### src/bwsc_consts.svh
/*
 * Offsets, field positions, reset values and counts for the bank window
 * and system control registers. Assumes inclusion by bare name.
 */
`ifndef BWSC_CONSTS_SVH
`define BWSC_CONSTS_SVH

// ************************************************************
// Register offsets
// ************************************************************
`define BWSC_OFS_BANK 8'h86
`define BWSC_OFS_POWER 8'h87
`define BWSC_OFS_CONFIG 8'hbf

// ************************************************************
// Field positions
// ************************************************************
`define BWSC_BANK_EN_BIT 7
`define BWSC_BANK_SEL_HI 5
`define BWSC_CFG_WDR_BIT 7
`define BWSC_CFG_XRAM_BIT 1
`define BWSC_CFG_LATCH_STROBE_INHIBIT_BIT 0
`define BWSC_PWR_BAUD_DOUBLER_BIT 7
`define BWSC_PWR_GFB_BIT 3
`define BWSC_PWR_GFA_BIT 2
`define BWSC_PWR_PD_BIT 1
`define BWSC_PWR_IDLE_BIT 0

// ************************************************************
// Reset values, window geometry and strobe timing
// ************************************************************
`define BWSC_RST_BYTE 8'h00
`define BWSC_RST_SEL 6'h00
`define BWSC_WIN_TAG 2'h1
`define BWSC_CORE_BLOCKS 6'h04
`define BWSC_ALE_LAST 3'h5
`define BWSC_ALE_HIGH_END 3'h2

`endif

### src/bwsc_pkg.sv
/*
 * Types shared by the bank window and system control logic.
 * Assumes nothing beyond a SystemVerilog compiler.
 */
`default_nettype none
package bwsc_pkg;
    typedef logic [7:0] bwsc_byte_t;
    typedef logic [11:0] bwsc_ram_addr_t;
    typedef logic [5:0] bwsc_block_t;
endpackage
`default_nettype wire

### src/bwsc_sysctrl.sv
/*
 * Bank window, system config and power control registers on the
 * special-function bus, with address mapping, latch strobe and power state.
 * Assumes all inputs come from logic on clk_in; the watchdog cause level
 * is held by the watchdog across and after the reset it causes.
 */
`default_nettype none
`include "bwsc_consts.svh"
module bwsc_sysctrl
    import bwsc_pkg::*;
(
    input wire logic clk_in,
    input wire logic rst_in,
    input wire bwsc_byte_t sfr_addr_in,
    input wire logic sfr_wr_in,
    input wire logic sfr_rd_in,
    input wire bwsc_byte_t sfr_wdata_in,
    output bwsc_byte_t sfr_rdata_out,
    output logic sfr_hit_out,
    input wire bwsc_byte_t dir_addr_in,
    output bwsc_ram_addr_t ram_addr_out,
    output logic xram_sel_out,
    output logic xram_enable_out,
    input wire logic wdt_reset_cause_in,
    input wire logic irq_wake_in,
    output logic ale_out,
    output logic idle_out,
    output logic power_down_out,
    output logic baud_double_out
);
    // ************************************************************
    // State
    // ************************************************************
    logic window_enable_q;
    bwsc_block_t block_select_q;
    logic watchdog_reset_flag_q;
    logic cause_taken_q;
    logic expanded_ram_enable_q;
    logic latch_strobe_inhibit_q;
    logic baud_doubler_q;
    logic user_flag_b_q;
    logic user_flag_a_q;
    logic power_down_select_q;
    logic idle_q;
    logic [2:0] ale_cnt_q;
    bwsc_byte_t rdata_q;
    logic hit_q;
    bwsc_ram_addr_t ram_addr_q;
    logic xram_sel_q;
    logic ale_q;

    // ************************************************************
    // Bus decode
    // ************************************************************
    wire logic sel_bank;
    wire logic sel_power;
    wire logic sel_config;
    wire logic wr_bank;
    wire logic wr_power;
    wire logic wr_config;
    wire logic any_sel;
    wire bwsc_byte_t bank_rd;
    wire bwsc_byte_t power_rd;
    wire bwsc_byte_t config_rd;
    wire bwsc_byte_t rd_mux;

    assign sel_bank = sfr_addr_in == `BWSC_OFS_BANK;
    assign sel_power = sfr_addr_in == `BWSC_OFS_POWER;
    assign sel_config = sfr_addr_in == `BWSC_OFS_CONFIG;
    assign any_sel = sel_bank || sel_power || sel_config;
    assign wr_bank = sfr_wr_in && sel_bank;
    assign wr_power = sfr_wr_in && sel_power;
    assign wr_config = sfr_wr_in && sel_config;

    // Unused bits read as zero
    assign bank_rd = {window_enable_q, 1'b0, block_select_q};
    assign power_rd = {baud_doubler_q, 3'h0, user_flag_b_q, user_flag_a_q,
                       power_down_select_q, idle_q};
    assign config_rd = {watchdog_reset_flag_q, 5'h00, expanded_ram_enable_q,
                        latch_strobe_inhibit_q};
    assign rd_mux = sel_bank ? bank_rd :
                    sel_power ? power_rd :
                    sel_config ? config_rd : `BWSC_RST_BYTE;

    // ************************************************************
    // Bank window register and address mapping
    // ************************************************************
    wire logic [11:0] map_addr;
    wire logic map_xram;

    bwsc_window_map bwsc_window_map_inst (
        .win_en_in(window_enable_q),
        .block_in(block_select_q),
        .dir_addr_in(dir_addr_in),
        .ram_addr_out(map_addr),
        .xram_sel_out(map_xram)
    );

    always_ff @(posedge clk_in or posedge rst_in) begin
        if (rst_in) begin
            window_enable_q <= 1'b0;
            block_select_q <= `BWSC_RST_SEL;
        end else if (wr_bank) begin
            window_enable_q <= sfr_wdata_in[`BWSC_BANK_EN_BIT];
            block_select_q <= sfr_wdata_in[`BWSC_BANK_SEL_HI:0];
        end
    end

    // Registered mapping costs one cycle but keeps outputs glitch free
    always_ff @(posedge clk_in or posedge rst_in) begin
        if (rst_in) begin
            ram_addr_q <= 12'h000;
            xram_sel_q <= 1'b0;
        end else begin
            ram_addr_q <= map_addr;
            xram_sel_q <= map_xram;
        end
    end

    // ************************************************************
    // System config register
    // ************************************************************
    wire logic cause_capture;
    wire logic wdr_clear;

    assign cause_capture = !cause_taken_q && wdt_reset_cause_in;
    // Writing zero clears the flag; a fresh capture wins
    assign wdr_clear = wr_config && !sfr_wdata_in[`BWSC_CFG_WDR_BIT];

    always_ff @(posedge clk_in or posedge rst_in) begin
        if (rst_in) begin
            cause_taken_q <= 1'b0;
            watchdog_reset_flag_q <= 1'b0;
        end else begin
            cause_taken_q <= 1'b1;
            if (cause_capture) begin
                watchdog_reset_flag_q <= 1'b1;
            end else if (wdr_clear) begin
                watchdog_reset_flag_q <= 1'b0;
            end
        end
    end

    always_ff @(posedge clk_in or posedge rst_in) begin
        if (rst_in) begin
            expanded_ram_enable_q <= 1'b0;
            latch_strobe_inhibit_q <= 1'b0;
        end else if (wr_config) begin
            expanded_ram_enable_q <= sfr_wdata_in[`BWSC_CFG_XRAM_BIT];
            latch_strobe_inhibit_q <= sfr_wdata_in[`BWSC_CFG_LATCH_STROBE_INHIBIT_BIT];
        end
    end

    // ************************************************************
    // Latch strobe divider
    // ************************************************************
    wire logic ale_wrap;
    wire logic ale_high;

    assign ale_wrap = ale_cnt_q == `BWSC_ALE_LAST;
    assign ale_high = ale_cnt_q < `BWSC_ALE_HIGH_END;

    // Divider keeps running when inhibited so re-enable stays in phase
    always_ff @(posedge clk_in or posedge rst_in) begin
        if (rst_in) begin
            ale_cnt_q <= 3'h0;
            ale_q <= 1'b0;
        end else begin
            ale_cnt_q <= ale_wrap ? 3'h0 : ale_cnt_q + 3'h1;
            ale_q <= ale_high && !latch_strobe_inhibit_q;
        end
    end

    // ************************************************************
    // Power control register
    // ************************************************************
    wire logic idle_set;
    wire logic idle_wake;

    assign idle_set = wr_power && sfr_wdata_in[`BWSC_PWR_IDLE_BIT];
    // Power-down has no wake here; only reset leaves it
    assign idle_wake = idle_q && irq_wake_in && !power_down_select_q;

    always_ff @(posedge clk_in or posedge rst_in) begin
        if (rst_in) begin
            baud_doubler_q <= 1'b0;
            user_flag_b_q <= 1'b0;
            user_flag_a_q <= 1'b0;
            power_down_select_q <= 1'b0;
        end else if (wr_power) begin
            baud_doubler_q <= sfr_wdata_in[`BWSC_PWR_BAUD_DOUBLER_BIT];
            user_flag_b_q <= sfr_wdata_in[`BWSC_PWR_GFB_BIT];
            user_flag_a_q <= sfr_wdata_in[`BWSC_PWR_GFA_BIT];
            power_down_select_q <= power_down_select_q
                                   | sfr_wdata_in[`BWSC_PWR_PD_BIT];
        end
    end

    always_ff @(posedge clk_in or posedge rst_in) begin
        if (rst_in) begin
            idle_q <= 1'b0;
        end else if (idle_set) begin
            idle_q <= 1'b1;
        end else if (idle_wake) begin
            idle_q <= 1'b0;
        end
    end

    // ************************************************************
    // Read port
    // ************************************************************
    always_ff @(posedge clk_in or posedge rst_in) begin
        if (rst_in) begin
            rdata_q <= `BWSC_RST_BYTE;
            hit_q <= 1'b0;
        end else begin
            rdata_q <= sfr_rd_in ? rd_mux : `BWSC_RST_BYTE;
            hit_q <= (sfr_rd_in || sfr_wr_in) && any_sel;
        end
    end

    // ************************************************************
    // Outputs
    // ************************************************************
    assign sfr_rdata_out = rdata_q;
    assign sfr_hit_out = hit_q;
    assign ram_addr_out = ram_addr_q;
    assign xram_sel_out = xram_sel_q;
    assign xram_enable_out = expanded_ram_enable_q;
    assign ale_out = ale_q;
    assign idle_out = idle_q;
    assign power_down_out = power_down_select_q;
    assign baud_double_out = baud_doubler_q;
endmodule // bwsc_sysctrl
`default_nettype wire

### src/bwsc_window_map.sv
/*
 * Combinational translation of a direct address through the bank window.
 * Assumes the caller registers the result.
 */
`default_nettype none
`include "bwsc_consts.svh"
module bwsc_window_map
    import bwsc_pkg::*;
(
    input wire logic win_en_in,
    input wire bwsc_block_t block_in,
    input wire bwsc_byte_t dir_addr_in,
    output logic [11:0] ram_addr_out,
    output logic xram_sel_out
);
    // ************************************************************
    // Window decode
    // ************************************************************
    wire logic in_window;
    wire logic core_block;
    wire bwsc_block_t xram_block;
    wire logic [7:0] core_addr;
    wire logic [11:0] xram_addr;

    assign in_window = win_en_in && (dir_addr_in[7:6] == `BWSC_WIN_TAG);
    assign core_block = block_in < `BWSC_CORE_BLOCKS;
    assign core_addr = {block_in[1:0], dir_addr_in[5:0]};
    // Block 4 lands on expanded 0000h, each step adds 40h
    assign xram_block = block_in - `BWSC_CORE_BLOCKS;
    assign xram_addr = {xram_block, dir_addr_in[5:0]};

    assign ram_addr_out = !in_window ? {4'h0, dir_addr_in} :
                          core_block ? {4'h0, core_addr} : xram_addr;
    assign xram_sel_out = in_window && !core_block;
endmodule // bwsc_window_map
`default_nettype wire

### config.mk
export PLATFORM = sky130hd
export DESIGN_NAME = bwsc_sysctrl
export DESIGN_NICKNAME = d
export VERILOG_FILES = /design/src/bwsc_pkg.sv /design/src/bwsc_sysctrl.sv /design/src/bwsc_window_map.sv
export VERILOG_INCLUDE_DIRS = /design/src
export SDC_FILE = /design/constraint.sdc
export NUM_CORES = 1
export LEC_CHECK = 0
export ABC_CLOCK_PERIOD_IN_PS = 2050
export BUFFER_PORTS_ARGS = -buffer_cell sky130_fd_sc_hd__buf_2
export CAP_MARGIN = 40
export CORE_UTILIZATION = 49
export DETAILED_ROUTE_END_ITERATION = 10
export HOLD_SLACK_MARGIN = 0.03
export PLACE_DENSITY = 0.77
export SYNTH_ARGS = -nofsm -noshare
export SYNTH_HDL_FRONTEND = slang
export SYNTH_HIERARCHICAL = 1
export SYNTH_SLANG_ARGS = --single-unit
### constraint.sdc
create_clock -name clk_in -period 2.05 [get_ports clk_in]
set_clock_uncertainty 0.2 [all_clocks]
set_input_delay 0.41 -clock clk_in [delete_from_list [all_inputs] [get_ports clk_in]]
set_output_delay 0.41 -clock clk_in [all_outputs]
set_load 0.005 [all_outputs]
==> results by group <==
Logic synthesis
  – Syn Std Cell Area: 1660 um2
  – Top FF cell, synth: dfrtp_1
  – Top post-synthesis cells by count: dfrtp_1 (41), mux2_2 (12), nor3_1 (10), buf_4 (8), inv_1 (6)
  – Unique cell type count in the Yosys netlist: 35
  – Yosys reg bits: about 40
  – Most frequent cell after synthesis: dfrtp_1
  – Area leader, netlist: dfrtp_1
  – Synthesized area per cell: approximately 13 um2
  – Post-synth EDFFs: 0
  – Sequential-to-total area share from yosys stat: 61.7%
  – Main area contributors after synthesis: dfrtp_1 (62%), mux2_2 (8.1%), buf_4 (3.6%), nor3_1 (3.0%), mux2i_1 (1.8%)
  – Share of the synthesized area in the top cell type: slightly above 60%
  – Ys Warns: 6
  – Share of synthesized registers carrying an async set or reset: between 90% and 100%
  – Syn Nets: 156
  – Post-Synthesis Cells: ~130

Flow run
  – Max Cap Viol: 0

Timing
  – Fin crit share: a little over four fifths
  – Final min period: between 1.5 and 2 ns
  – Fin. max-slew vios: 0
  – Number of hold violations in the final report: 0
  – Unrepaired setup endpoints after global routing: false
  – Final setup fails: 0
  – Fmax: about 0.58 GHz
  – Setup ws final: 0.330 ns
  – Total negative setup slack: 0 ns

Setup path
  – Critical path cell sequence: buf_2 > nor4b_4 > and4b_1 > mux2_2
  – Worst-path maximum fanout: 7
  – Bufs and invs on worst path: 1
  – Worst R2R End: ram_addr_out[11]
  – R2R Setup Slk: between 0.5 and 0.6 ns
  – R2R cell count: 2
  – CP endpoint kind: register
  – CP peak stage delay: ~0.45 ns
  – Crit path launch type: input port
  – Worst path slowest cell: and4b_1
  – Delay-heaviest family, CP: simple AND/OR/NAND/NOR gates
  – RR Startpoint: block_select_q[2]
  – WP data arrival: between 1.5 and 2 ns
  – Critical path required time: approximately 2.1 ns
  – WS Path Type: in2reg
  – Crit path depth: 4

Min path
  – Hold_sp: dir_addr_in[7]
  – Hold endpoint: ram_addr_out[7]
  – Min-Delay Path Class: in2reg
  – Hold path cells: 2

Detailed routing
  – Final ANT Viol Nets: 0
  – Vias post-DR: around 1200
  – Via density: 5.16
  – Initial DRC count: 24
  – WL/cell: roughly 13 um
  – # DRC: 0
  – Wirelength, routed: approximately 3000 um
  – Drt first pass iters: 4

Clock tree
  – Clk slew on worst S/H paths: about 0.11 ns
  – CTS Root Cell: clkbuf_4
  – Inserted Clock Buffers: 5
  – Worst skew pair latency: approximately 0.35 ns
  – Clk sink count: 41
  – H-Tree Depth: 2
  – TritonCTS clock tree: done
  – Longest Clk Path Bufs: 2
  – Setup repair bufs after CTS: 0

Floorplanning
  – Die height: ~60 um
  – CORE AREA: between 3000 and 4000 um2
  – Die Area: 3630 um2
  – Initial core utilization: roughly 53%
  – Core Rows: 20
  – Die W: approximately 60 um
  – # IOs: 57

Outcome
  – Outcome: finished, final reports clean

Global route
  – Vias in the first global route: roughly 1100
  – GRT Total Usage: between 10% and 20%
  – First-pass GRT wire length: just under 5000 um
  – Largest net degree at the start of global routing: 42
  – Antenna violations before repair: 0
  – Global route total overflow: 0

Final layout
  – Layout cells sized above 1: between 40 and 50%
  – Area Overhead vs Synth: 25.3%
  – Final core occ: approximately two thirds
  – Diode count: 0
  – Post-layout net count: between 200 and 250

Power and ir drop
  – Worst IR Drop VDD: 0.483 mV
  – Net Sw Frac: approximately 22%
  – Power per cell area: roughly 730 nW/um2
  – Clock network fraction of design power: 35.5%
  – P_sw: roughly 0.33 mW
  – Cell Int Power: 1.19 mW
  – Logic pwr share: 8.7%
  – Sequential share of power: between 50% and 60%
  – Leak Pwr: ~1.1 nW

Place
  – IO buf count: 54
  – Final HPWL DP: about 2200 um
  – Pre-CTS setup slack: -0.0114 ns
  – GPL Wtd Cong: 0.875
## how the worst max path moves through the flow
stage | startpoint | to | slack (ns)
floorplan | sfr_addr_in[3] | block_select_q[0] | 0.27
global placement | sfr_addr_in[3] | window_enable_q | 0.04
detailed placement | sfr_addr_in[3] | block_select_q[2] | -0.01
CTS | sfr_addr_in[3] | block_select_q[2] | 0.37
global route | sfr_addr_in[3] | block_select_q[4] | 0.30
finish | sfr_addr_in[3] | block_select_q[5] | 0.33
## layer usage
layer	GRT usage [%]	part of all wire, %	vias up
li1	-	-	552
met1	22.1	39	568
met2	33.1	52	53
met3	6.93	7.0	13
met4	7.64	2.4	0
met5	0	0	-
## power by group through the flow
stage                     Sequential (mW)  Clock (mW)  Combinational (mW)
final                               0.846       0.537               0.132
after global routing                0.850       0.585               0.146
after CTS                           0.846       0.551               0.132
after detailed placement            0.862           0               0.122
after global placement              0.861           0               0.115
after floorplan                     0.860           0              0.0691
## cell families after synthesis
group	share of synthesized area [%]
AO/OA/AOI/OAI	6.17
XOR/XNOR	0.527
multiplexers	10.6
other	0.452
AND/OR/NAND/NOR	13.9
adder cells (fa/ha/maj)	0.753
buffers and inverters	5.87
flip-flops	61.7
## repair_timing
action,CTS,global route
hold endpoints to repair,47,0
hold buffers,7,0
gates resized for setup,0,0
## sequential cells by signal, summed over array words and instances (netlist names)
register                count
ale_out                     1
sfr_hit_out                 1
power_down_out              1
cause_taken_q               1
block_select_q              6
user_flag_a_q               1
xram_enable_out             1
user_flag_b_q               1
watchdog_reset_flag_q       1
ale_cnt_q                   3
xram_sel_out                1
window_enable_q             1
baud_double_out             1
sfr_rdata_out               7
latch_strobe_inhibit_q      1
ram_addr_out               12
idle_out                    1
## through the flow
stage	instances	total power, mW	instance area [um2]	hold WS [ns]
2_1_floorplan	125	0.929	1660	0.226
3_3_place_gp	215	0.976	1930	0.259
3_5_place_dp	215	0.984	1930	0.274
4_1_cts	230	1.53	2080	0.0677
5_1_grt	230	1.58	2080	0.0667
6_report	230	1.52	2080	0.0736
## layout by cell type (no fill, tap or decap), types with 3 or more instances in the layout
cell / n
dlygate4sd3_1: 7
dfrtp_1: 41
clkbuf_4: 5
a32oi_1: 3
buf_2: 54
inv_1: 6
nand2b_1: 4
mux2i_1: 3
mux2_2: 12
nor3_1: 10
nand2_1: 3
nor2_1: 5
## cell type report
| cell class | count | area (um2) |
|---|---|---|
| fillers | 245 | 1050 |
| flip-flops and latches | 41 | 1030 |
| multi-input cells | 68 | 538 |
| repair buffers | 63 | 355 |
| clock buffers | 7 | 55.1 |
| well taps | 44 | 55.1 |
| clock inverters | 1 | 30.0 |
| inverters | 6 | 22.5 |
(Power assumes the default switching activity.)
